File: src/seebc_pkg.sv
// package of constants and carriers for the serial memory bus slave control
package seebc_pkg;
  localparam int unsigned CLK_PERIOD_PS = 5000;
  localparam int unsigned GLITCH_NS = 100;
  localparam int unsigned GLITCH_CYCLES = (GLITCH_NS * 1000) / CLK_PERIOD_PS + 1;
  localparam int unsigned PU_DELAY_MS = 1;
  // cycles per millisecond first, so the product stays inside 32 bits
  localparam int unsigned PU_DELAY_CYCLES = PU_DELAY_MS * (1000000000 / CLK_PERIOD_PS);
  localparam int unsigned WR_CYCLE_MS = 5;
  localparam int unsigned WR_CYCLE_CYCLES = WR_CYCLE_MS * (1000000000 / CLK_PERIOD_PS);
  localparam logic [3:0] DEV_TYPE_CODE = 4'hA;
  localparam logic [2:0] BIT_LAST = 3'h7;
  localparam logic [2:0] BIT_FIRST = 3'h0;
  localparam int unsigned PAGE_BYTES = 16;
  localparam int unsigned ADDR_W = 8;
  localparam logic [7:0] ERASED_BYTE = 8'hFF;

  typedef enum logic [2:0] {
    SEEBC_ST_RESET = 3'b000,
    SEEBC_ST_IDLE = 3'b001,
    SEEBC_ST_DEVADDR = 3'b010,
    SEEBC_ST_ACK = 3'b011,
    SEEBC_ST_RX = 3'b100,
    SEEBC_ST_TX = 3'b101,
    SEEBC_ST_MACK = 3'b110,
    SEEBC_ST_BUSY = 3'b111
  } seebc_state_e;

  // filtered bus view with edge strobes
  typedef struct packed {
    logic scl;
    logic sda;
    logic scl_rise;
    logic scl_fall;
    logic start;
    logic stop;
  } seebc_bus_s;

  // device select straps
  typedef struct packed {
    logic device_select_bit2;
    logic device_select_bit1;
    logic device_select_bit0;
  } seebc_strap_s;
endpackage

File: src/seebc_filter.sv
// synchroniser and glitch filter for one bus input
module seebc_filter #(
  parameter int unsigned CYCLES = 21
) (
  input wire logic core_clk_i, // device clock
  input wire logic rst_b_i, // sync reset, active low
  input wire logic pin_i, // raw pin level
  output logic level_o // filtered level
);
  import seebc_pkg::*;
  localparam int CW = $clog2(CYCLES + 1);
  logic meta_q;
  logic sync_q;
  logic [CW-1:0] cnt_q;

  ////////////////////////////////////////////////////////////
  // two flops before any logic reads the pin; idle bus is high
  always_ff @(posedge core_clk_i) begin
    if (!rst_b_i) begin
      meta_q <= 1'b1;
      sync_q <= 1'b1;
    end else begin
      meta_q <= pin_i;
      sync_q <= meta_q;
    end
  end

  // level must hold longer than the glitch limit before it is taken
  always_ff @(posedge core_clk_i) begin
    if (!rst_b_i) begin
      cnt_q <= '0;
      level_o <= 1'b1;
    end else if (sync_q == level_o) begin
      cnt_q <= '0;
    end else if (cnt_q == CW'(CYCLES - 1)) begin
      cnt_q <= '0;
      level_o <= sync_q;
    end else begin
      cnt_q <= cnt_q + 1'b1;
    end
  end
endmodule

File: src/seebc_top.sv
// two-wire bus slave control of a small serial nonvolatile memory
module seebc_top
  import seebc_pkg::*;
#(
  parameter int unsigned PU_CYCLES = seebc_pkg::PU_DELAY_CYCLES, // ready delay in core cycles
  parameter int unsigned WR_CYCLES = seebc_pkg::WR_CYCLE_CYCLES, // write cycle in core cycles
  parameter int unsigned DEPTH = 256 // bytes of storage
) (
  input wire logic core_clk_i, // 200 MHz core clock
  input wire logic rst_b_i, // power-on detector, low below trigger
  input wire logic scl_i, // serial clock pin level
  input wire logic sda_i, // serial data pin level
  output logic sda_o, // data pin drive value, always low
  output logic sda_oe_o, // high while pulling data low
  input wire logic [2:0] dev_sel_i, // select straps, pulled low outside
  input wire logic wp_i, // write protect, pulled low outside
  output logic ready_o, // power-up delay elapsed
  output logic busy_o // internal write cycle running
);
  import seebc_pkg::*;
  localparam int PW = $clog2(PU_CYCLES + 1);
  localparam int WW = $clog2(WR_CYCLES + 1);
  localparam int AW = $clog2(DEPTH);
  localparam int PB = $clog2(PAGE_BYTES);

  seebc_bus_s bus;
  logic scl_f;
  logic sda_f;
  logic scl_d1_q;
  logic sda_d1_q;
  seebc_strap_s strap_q;
  logic wp_meta_q;
  logic wp_q;
  logic [2:0] strap_meta_q;
  seebc_state_e state_q;
  logic [2:0] bit_q;
  logic [7:0] shift_q;
  logic rw_q;
  logic addr_phase_q;
  logic wr_pend_q;
  logic wp_lock_q;
  logic ack_now_q;
  logic [AW-1:0] ptr_q;
  logic [PW-1:0] pu_cnt_q;
  logic [WW-1:0] wr_cnt_q;
  logic [7:0] mem [DEPTH];
  logic [7:0] page_q [PAGE_BYTES];
  logic [PAGE_BYTES-1:0] page_vld_q;
  logic [AW-1:0] page_base_q;
  logic addr_hit;
  logic [PB-1:0] wr_idx;

  ////////////////////////////////////////////////////////////
  // filtered inputs; the filter also holds off short pulses
  seebc_filter #(.CYCLES(GLITCH_CYCLES)) u_scl (
    .core_clk_i(core_clk_i),
    .rst_b_i(rst_b_i),
    .pin_i(scl_i),
    .level_o(scl_f)
  );
  seebc_filter #(.CYCLES(GLITCH_CYCLES)) u_sda (
    .core_clk_i(core_clk_i),
    .rst_b_i(rst_b_i),
    .pin_i(sda_i),
    .level_o(sda_f)
  );

  // edge strobes from the filtered levels
  always_ff @(posedge core_clk_i) begin
    if (!rst_b_i) begin
      scl_d1_q <= 1'b1;
      sda_d1_q <= 1'b1;
    end else begin
      scl_d1_q <= scl_f;
      sda_d1_q <= sda_f;
    end
  end
  assign bus.scl = scl_f;
  assign bus.sda = sda_f;
  assign bus.scl_rise = scl_f & ~scl_d1_q;
  assign bus.scl_fall = ~scl_f & scl_d1_q;
  assign bus.start = scl_f & scl_d1_q & sda_d1_q & ~sda_f;
  assign bus.stop = scl_f & scl_d1_q & ~sda_d1_q & sda_f;

  // straps and write protect are pins: two flops each
  always_ff @(posedge core_clk_i) begin
    if (!rst_b_i) begin
      strap_meta_q <= 3'h0;
      strap_q <= '0;
      wp_meta_q <= 1'b0;
      wp_q <= 1'b0;
    end else begin
      strap_meta_q <= dev_sel_i;
      strap_q <= strap_meta_q;
      wp_meta_q <= wp_i;
      wp_q <= wp_meta_q;
    end
  end

  ////////////////////////////////////////////////////////////
  // power-up ready delay
  always_ff @(posedge core_clk_i) begin
    if (!rst_b_i) begin
      pu_cnt_q <= '0;
      ready_o <= 1'b0;
    end else if (!ready_o) begin
      pu_cnt_q <= pu_cnt_q + 1'b1;
      ready_o <= (pu_cnt_q == PW'(PU_CYCLES - 1));
    end
  end

  ////////////////////////////////////////////////////////////
  // protocol engine; reset clears all bus state, clock line never driven
  always_ff @(posedge core_clk_i) begin
    if (!rst_b_i) begin
      state_q <= SEEBC_ST_RESET;
      bit_q <= BIT_FIRST;
      shift_q <= 8'h00;
      rw_q <= 1'b0;
      addr_phase_q <= 1'b0;
      wr_pend_q <= 1'b0;
      wp_lock_q <= 1'b0;
      ack_now_q <= 1'b0;
      ptr_q <= '0;
      page_vld_q <= '0;
      page_base_q <= '0;
      wr_cnt_q <= '0;
      busy_o <= 1'b0;
      sda_oe_o <= 1'b0;
    end else if (state_q == SEEBC_ST_RESET) begin
      if (ready_o) state_q <= SEEBC_ST_IDLE;
    end else if (state_q == SEEBC_ST_BUSY) begin
      sda_oe_o <= 1'b0;
      if (wr_cnt_q == WW'(WR_CYCLES - 1)) begin
        busy_o <= 1'b0;
        page_vld_q <= '0;
        state_q <= SEEBC_ST_IDLE;
      end else begin
        wr_cnt_q <= wr_cnt_q + 1'b1;
      end
    end else if (bus.stop) begin
      sda_oe_o <= 1'b0;
      if (wr_pend_q && !wp_lock_q && (page_vld_q != '0)) begin
        state_q <= SEEBC_ST_BUSY;
        busy_o <= 1'b1;
        wr_cnt_q <= '0;
      end else begin
        state_q <= SEEBC_ST_IDLE;
        page_vld_q <= '0;
      end
      wr_pend_q <= 1'b0;
    end else if (bus.start) begin
      state_q <= SEEBC_ST_DEVADDR;
      bit_q <= BIT_FIRST;
      sda_oe_o <= 1'b0;
      ack_now_q <= 1'b0;
      wr_pend_q <= 1'b0;
      page_vld_q <= '0;
    end else begin
      case (state_q)
        SEEBC_ST_IDLE: begin
          sda_oe_o <= 1'b0;
        end
        // receive: shift on the rise, decide the answer after the fall that ends bit eight
        SEEBC_ST_DEVADDR, SEEBC_ST_RX: begin
          if (bus.scl_rise) begin
            shift_q <= {shift_q[6:0], bus.sda};
            bit_q <= bit_q + 1'b1;
            ack_now_q <= (bit_q == BIT_LAST);
          end else if (bus.scl_fall && ack_now_q) begin
            ack_now_q <= 1'b0;
            if (state_q == SEEBC_ST_DEVADDR) begin
              if (addr_hit) begin
                rw_q <= shift_q[BIT_FIRST];
                addr_phase_q <= !shift_q[BIT_FIRST];
                sda_oe_o <= 1'b1;
                state_q <= SEEBC_ST_ACK;
              end else begin
                state_q <= SEEBC_ST_IDLE;
              end
            end else if (addr_phase_q) begin
              ptr_q <= AW'(shift_q);
              page_base_q <= AW'(shift_q);
              addr_phase_q <= 1'b0;
              sda_oe_o <= 1'b1;
              state_q <= SEEBC_ST_ACK;
            end else if (wp_lock_q) begin
              // protected: no answer, and whatever was gathered is dropped
              wr_pend_q <= 1'b0;
              page_vld_q <= '0;
              state_q <= SEEBC_ST_IDLE;
            end else begin
              page_q[ptr_q[PB-1:0]] <= shift_q;
              page_vld_q[ptr_q[PB-1:0]] <= 1'b1;
              ptr_q[PB-1:0] <= ptr_q[PB-1:0] + 1'b1; // wraps inside the page
              wr_pend_q <= 1'b1;
              sda_oe_o <= 1'b1;
              state_q <= SEEBC_ST_ACK;
            end
          end
        end
        // ninth clock: the fall that ends it releases the line or puts out the first read bit
        SEEBC_ST_ACK: begin
          if (bus.scl_fall) begin
            bit_q <= BIT_FIRST;
            if (rw_q) begin
              shift_q <= mem[ptr_q];
              sda_oe_o <= !mem[ptr_q][BIT_LAST];
              ptr_q <= ptr_q + 1'b1;
              state_q <= SEEBC_ST_TX;
            end else begin
              sda_oe_o <= 1'b0;
              wp_lock_q <= wp_q; // strobed just before each byte
              state_q <= SEEBC_ST_RX;
            end
          end
        end
        // transmit: next bit only after a fall, line released for the master's answer
        SEEBC_ST_TX: begin
          if (bus.scl_fall) begin
            if (bit_q == BIT_LAST) begin
              sda_oe_o <= 1'b0;
              state_q <= SEEBC_ST_MACK;
            end else begin
              shift_q <= {shift_q[6:0], 1'b1};
              sda_oe_o <= !shift_q[BIT_LAST - 3'h1];
              bit_q <= bit_q + 1'b1;
            end
          end
        end
        // master low on the ninth rise asks for more; high ends the read
        SEEBC_ST_MACK: begin
          if (bus.scl_rise) begin
            state_q <= bus.sda ? SEEBC_ST_IDLE : SEEBC_ST_ACK;
          end
        end
        default: begin
          sda_oe_o <= 1'b0;
        end
      endcase
    end
  end

  // own address is the fixed type code followed by the synchronised straps
  assign addr_hit = ({DEV_TYPE_CODE, strap_q} == shift_q[7:1]);
  assign wr_idx = wr_cnt_q[PB-1:0];

  ////////////////////////////////////////////////////////////
  // page commit, one byte per cycle at the head of the write cycle;
  // limitation: the write cycle must last at least a page of cycles
  always_ff @(posedge core_clk_i) begin
    if (rst_b_i && state_q == SEEBC_ST_BUSY && wr_cnt_q < WW'(PAGE_BYTES) && page_vld_q[wr_idx]) begin
      mem[{page_base_q[AW-1:PB], wr_idx}] <= page_q[wr_idx];
    end
  end

  // pin value is a constant low; only the enable moves, so the line is never driven high
  always_ff @(posedge core_clk_i) begin
    sda_o <= 1'b0;
  end
endmodule

File: config.mk
export PLATFORM = sky130hd
export DESIGN_NAME = seebc_top
export DESIGN_NICKNAME = d
export VERILOG_FILES = /design/src/seebc_pkg.sv /design/src/seebc_filter.sv /design/src/seebc_top.sv
export SDC_FILE = /design/constraint.sdc
export NUM_CORES = 2
export LEC_CHECK = 0
export BUFFER_PORTS_ARGS = -buffer_cell sky130_fd_sc_hd__buf_2
export CAP_MARGIN = 0
export CORE_MARGIN = 2
export CORE_UTILIZATION = 50
export DETAILED_ROUTE_END_ITERATION = 6
export PLACE_DENSITY = 0.63
export SETUP_SLACK_MARGIN = 0.05
export SLEW_MARGIN = 20
export SYNTH_ARGS = -nofsm -noshare
export SYNTH_HDL_FRONTEND = slang
export SYNTH_HIERARCHICAL = 1
export SYNTH_SLANG_ARGS = --single-unit
File: constraint.sdc
create_clock -name core_clk_i -period 6.3 [get_ports core_clk_i]
set_input_delay 0.315 -clock core_clk_i [delete_from_list [all_inputs] [get_ports core_clk_i]]
set_output_delay 0.315 -clock core_clk_i [all_outputs]
set_load 0.02 [all_outputs]
# --- Word level (Yosys, flattened, before mapping) ---
# Memory sizes are Yosys's and may differ from the RTL's. A register that Yosys moved wholly into a read port is not among the register bits.
# Cells that the tools add are included.
word_totals:
  input_bits: 8
  wordCells: 274
  output_inout_bits: 4
  register_bits: 118
  ramBits: 2176
  mem_count: 2
memory_table:
  columns: ["name", "depth", "width", "rd", "rd_ports_with_merged_regs", "write_ports", "line_no", "source"]
  rows:
  - ["mem", 256, 8, 1, 0, 1, "seebc_top.sv:46", "logic [7:0] mem [DEPTH];"]
  - ["page_q", 16, 8, 1, 1, 1, "seebc_top.sv:47", "logic [7:0] page_q [PAGE_BYTES];"]
classes:
  reduce_logical: 45
  n_bitwise: 22
  muxes: 108
  magnitude_cmp: 4
  eq_ne: 53
  n_addsub: 7
op_table:
  columns: ["cell", "n"]
  rows:
  - ["16-bit two-way mux", 11]
  - ["20-bit two-way mux", 4]
  - ["8-bit two-way mux", 10]
  - ["3-bit two-way mux", 19]
  - ["1-bit two-way mux", 48]
  - ["6-bit inequality test, second input constant", 7]
  - ["8-bit AND reduction", 4]
  - ["3-bit inequality test, second input constant", 9]
  - ["9-bit AND reduction", 3]
  - ["2-bit inequality test, second input constant", 13]
  - ["8-bit case mux with 3 select lines", 1]
  - ["11-bit AND reduction", 2]
  - ["20-bit by 1-bit adder with 20-bit output, second input constant", 1]
  - ["20-bit equality test, second input constant", 1]
  - ["20-bit by 5-bit less-than comparator with 1-bit output, second input constant", 1]
  - ["4-bit two-way mux", 5]
  - ["5-bit inequality test, second input constant", 4]
  - ["18-bit by 1-bit adder with 18-bit output, second input constant", 1]
  - ["18-bit equality test, second input constant", 1]
  - ["16-bit OR", 1]
  - ["8-bit case mux with 2 select lines", 1]
  - ["16-bit nonzero test", 1]
  - ["3-bit equality test, second input constant", 5]
  - ["1-bit inverter", 14]
  - ["other kinds (35)", 72]

# --- Longest topological paths before layout ---
logic_depth:
  ltp_word: 14
  depth_mapped: 13
  ltp_nobuf: 9

# --- Hierarchy ---
# Netlist, hierarchy kept.
modules_own_cells:
  columns: ["module", "n_inst", "seq_area_each_um2", "cells_per_inst", "area_per_inst_um2"]
  rows:
  - ["seebc_top", 1, 67384.6, 4246, 89353.2]
  - ["seebc_filter", 2, 160.2, 30, 311.5]

# --- Worst setup path after synthesis ---
# OpenSTA, ideal clock, no wires.
synth_path:
  path_kind: "reg-to-reg"
  from: "reg (tool-made name)"
  to: "mem mem[0][0] (data pin)"
  stages_incl_launch_ff: 5
  synth_period_minus_slack_ps: 3814
  slack_ps: 2486
  n_path_buf: 2
  arrival_time_ps: 3262
  path_cell_list: "dfxtp_1 clkbuf_1 buf_1 mux4_2 mux4_2"
synth_lines:
  columns: ["element", "line_no"]
  rows:
  - ["end, declared", "seebc_top.sv:46"]

# --- Worst setup path after layout ---
layout_path:
  from: "reg state_q[0]"
  to: "mem mem[1][4] (enable)"
layout_via:
  elab_chain_cells: 6
layout_lines:
  columns: ["element", "line_no", "source"]
  rows:
  - ["start, declared", "seebc_top.sv:35", "seebc_state_e state_q;"]
  - ["start signal, assigned", "seebc_top.sv:234", "state_q <= bus.sda ? SEEBC_ST_IDLE : SEEBC_ST_ACK;"]
  - ["3-bit equality test", "seebc_top.sv:252", "if (rst_b_i && state_q == SEEBC_ST_BUSY && wr_cnt_q < WW'(PAGE_BYTES) && page_vld_q[wr_idx]) begin"]
  - ["1-bit logical AND (3 in a row)", "seebc_top.sv:252", null]
  - ["1-bit two-way mux", "seebc_top.sv:252", null]
  - ["1-bit two-way mux (not written as such)", "seebc_top.sv:253", "mem[{page_base_q[AW-1:PB], wr_idx}] <= page_q[wr_idx];"]
# Every way passes these cells.

==> summary.txt <==
DR WL/cell - 33.3 µm
Crit path arrival time - 5.46 ns
Min Clock Period, post-route - 4.96 ns
FMAX - 202 MHz
Synth unique cells - 75
Synthesized area per cell - 20.9 µm²
CP bufs+invs - 1
Global route overflow - 0
Row count - 155
Relative slew margins - 0.264
Gp weighted congestion - 0.896
Sw Ratio - 0.195
Syn Nets - 4329
Placed standard-cell area - 92800 µm²
YS warnings - 6
Post-synth EDFFs - 2176
Fin Hold WS - 0.188 ns
CTS tree - yes
Status - finished clean
Final hold violations - 0
Routed WL - 232000 µm
Tot GR Track Use - 0.254
Layout Skew - 0.0507 ns
IO Pins - 12
Combinational power share - 0.002
Most used DFF post-synth - edfxtp_1
Worst path required time - 6.79 ns
Initial antenna violation count - 4
Routed vias - 44300
Actual slew at the worst max-slew pin - 1.09 ns
Clock sink total - 2294
Max-Cap Viols - 0
Core Area - 179000 µm²
Flops & latches, synth - 2294
Initial Utilization - 0.504
Max-slew violation count - 0
Layout area overhead - 11.7%
RSZ-0062 raised after global routing - false
Vias in the first global route - 43900
Postcts setup bufs - 0
Crit path cell chain - buf_4, nand3_1, or4_1, nor4_1, o221ai_1, nor3_2, nand2_1, nor2_1
Initial DRC Count - 5817
HPWL after DPL - 137000 µm
Psw - 5890 µW
Seq pwr share - 0.543
Largest net degree at the start of global routing - 168
Maximum vdd ir drop - 0.000247 V
Cells after synthesis - 4306
CP peak stage delay - 0.81 ns
Slowest CP cell - nor2_1
Crit. End Element - flop
Util after Layout - 0.563
Clock transition at the registers of the reported paths - 0.06 ns
Mapped cell area - 90000 µm²
Vias per cell - 6.36
First-pass GRT wire length - 333000 µm
Worst setup SP type - flop
H-tree depth - 4
ANT nets after route - 0
TritonCTS Buffers - 221
Family with the most delay on the worst path - simple AND/OR/NAND/NOR gates
Hold bufs inserted after CTS - 8
Design area - 101000 µm²
Fin crit share - 0.788
Share of cells above drive strength 1 - 0.256
Die Y - 428 µm
HP Class - in2reg
Seq/Total Area, Yosys - 0.752
Die area - 183000 µm²
Final nets - 4432
Setup TNS - 0 ns
Crit Path Class - reg2reg
Pwr per Cell Area - 301 nW/µm²
Leak pwr - 0.0305 µW
Post-CTS sizing - 0
CTS Buffer Depth - 3
Detailed Routing Iterations Pass 1 - 5
Die width - 428 µm
Max FO, Critical Path - 30
Clk_lat worst skew - 0.88 ns
Port Buffers - 10
Count of endpoints failing setup in the final report - 0
# DRC - 0
Power Total - 30200 µW
Clock root cell - clkbuf_16
Clk pwr share - 0.455
Asr flop ratio synth - 0
Pint - 24300 µW
kinds of logic after synthesis:
family	synth area share
mux	0.171
buf+inv	0.0152
compound gates	0.0166
simple gates	0.0388
xor+xnor	0.00389
flops	0.752
fa+ha+maj	0.00209
other cells	0.0000417
worst paths after layout:
kind           startpoint      endpoint  slack (ns)  cells after the start
max            state_q[0]     mem[1][4]        1.34                      8
min                 scl_i  u_scl/meta_q        0.19                      3
max reg2reg    state_q[0]     mem[1][4]        1.34                      8
min reg2reg  u_scl/meta_q  u_scl/sync_q        0.42                      1
worst register-to-register path, cell delays in order (launching register included):
cell      delay, ns
dfxtp_1        0.31
buf_4          0.28
nand3_1        0.36
or4_1          0.50
nor4_1         0.32
o221ai_1       0.57
nor3_2         0.75
nand2_1        0.68
nor2_1         0.82
cells in the mapped netlist, types with 7 or more instances:
cell | count | area (µm²)
or3_1 | 11 | 68.8
mux2i_1 | 59 | 591
ha_1 | 15 | 188
a211oi_1 | 11 | 82.6
inv_1 | 20 | 75.1
buf_2 | 49 | 245
nand2b_1 | 19 | 119
buf_4 | 25 | 188
nor2_1 | 360 | 1350
nand2_1 | 123 | 462
a22oi_1 | 21 | 158
o211ai_1 | 10 | 75.1
dfxtp_1 | 118 | 2360
a21oi_1 | 50 | 250
o22ai_1 | 12 | 75.1
buf_6 | 28 | 315
nand3_1 | 51 | 255
nand4b_1 | 7 | 61.3
and3_1 | 24 | 150
edfxtp_1 | 2176 | 65300
a31oi_1 | 10 | 62.6
clkbuf_1 | 115 | 432
xnor2_1 | 20 | 175
and2_1 | 35 | 219
xor2_1 | 20 | 175
nor3_1 | 26 | 130
nor4_1 | 19 | 119
nand3b_1 | 7 | 52.6
o21ai_0 | 40 | 200
mux4_2 | 655 | 14800
buf_1 | 26 | 97.6
nor2b_1 | 26 | 163
nand4_1 | 9 | 56.3
cells in the final DEF, fill, tap and decap left out, types with 11 or more instances in the layout:
cell type and n:
and2_1 35, buf_12 21, o21ai_0 40, a21oi_1 50, nor2b_1 24, nor2_1 358, xor2_1 20, clkbuf_16 223
inv_1 20, buf_4 84, a22oi_1 21, mux4_2 647, nand2_1 107, edfxtp_1 2176, clkinvlp_4 25, a211oi_1 11
dfxtp_1 111, or3_1 11, nor3_1 26, and3_1 24, o22ai_1 12, nor4_1 19, clkinv_1 43, nand2_2 16
ha_1 15, clkinv_2 48, nand2b_1 19, clkbuf_1 21, xnor2_1 20, bufinv_16 33, mux2i_1 59, nand3_1 51
power groups by stage:
stage	Sequential, µW	Combinational, µW	Clock, µW
detailed placement	16800	54.4	0
CTS	16400	58.8	13900
global route	16400	65.5	14500
floorplan	16800	38.7	0
global placement	16800	53.4	0
finish	16400	59.3	13700
sequential cells by signal, summed over array words and instances (netlist names), 3 cells and up, named ones only:
register	flops
strap_q	3
strap_meta_q	3
mem	2048
bit_q	3
state_q	3
page_vld_q	16
u_sda/cnt_q	5
u_scl/cnt_q	5
wr_cnt_q	20
ptr_q	8
page_q	128
page_base_q	4
shift_q	8
pu_cnt_q	18
final cells by class:
class | instances | area (µm²)
flip-flops and latches | 2294 | 67700
diodes | 4 | 10.0
well taps | 2355 | 2950
repair buffers | 123 | 1180
multi-input cells | 1745 | 21000
inverters | 24 | 97.6
fillers | 13000 | 78100
clock inverters | 170 | 1910
clock buffers | 247 | 5690
stage by stage:
stage / std cells / setup slack, ns
finish: 6962 / 1.34
global route: 6958 / 1.17
CTS: 6958 / 1.44
detailed placement: 6533 / 1.46
global placement: 6533 / 1.42
floorplan: 4306 / 2.49
layer usage:
| layer | track usage | vias to the layer above | share of wire |
|---|---|---|---|
| met5 | 0 | - | 0.000052 |
| met2 | 0.388 | 2333 | 0.47 |
| li1 | - | 18100 | - |
| met1 | 0.372 | 23500 | 0.41 |
| met4 | 0.0845 | 2 | 0.034 |
| met3 | 0.0493 | 364 | 0.087 |
Power figures use the tool's default switching activity.
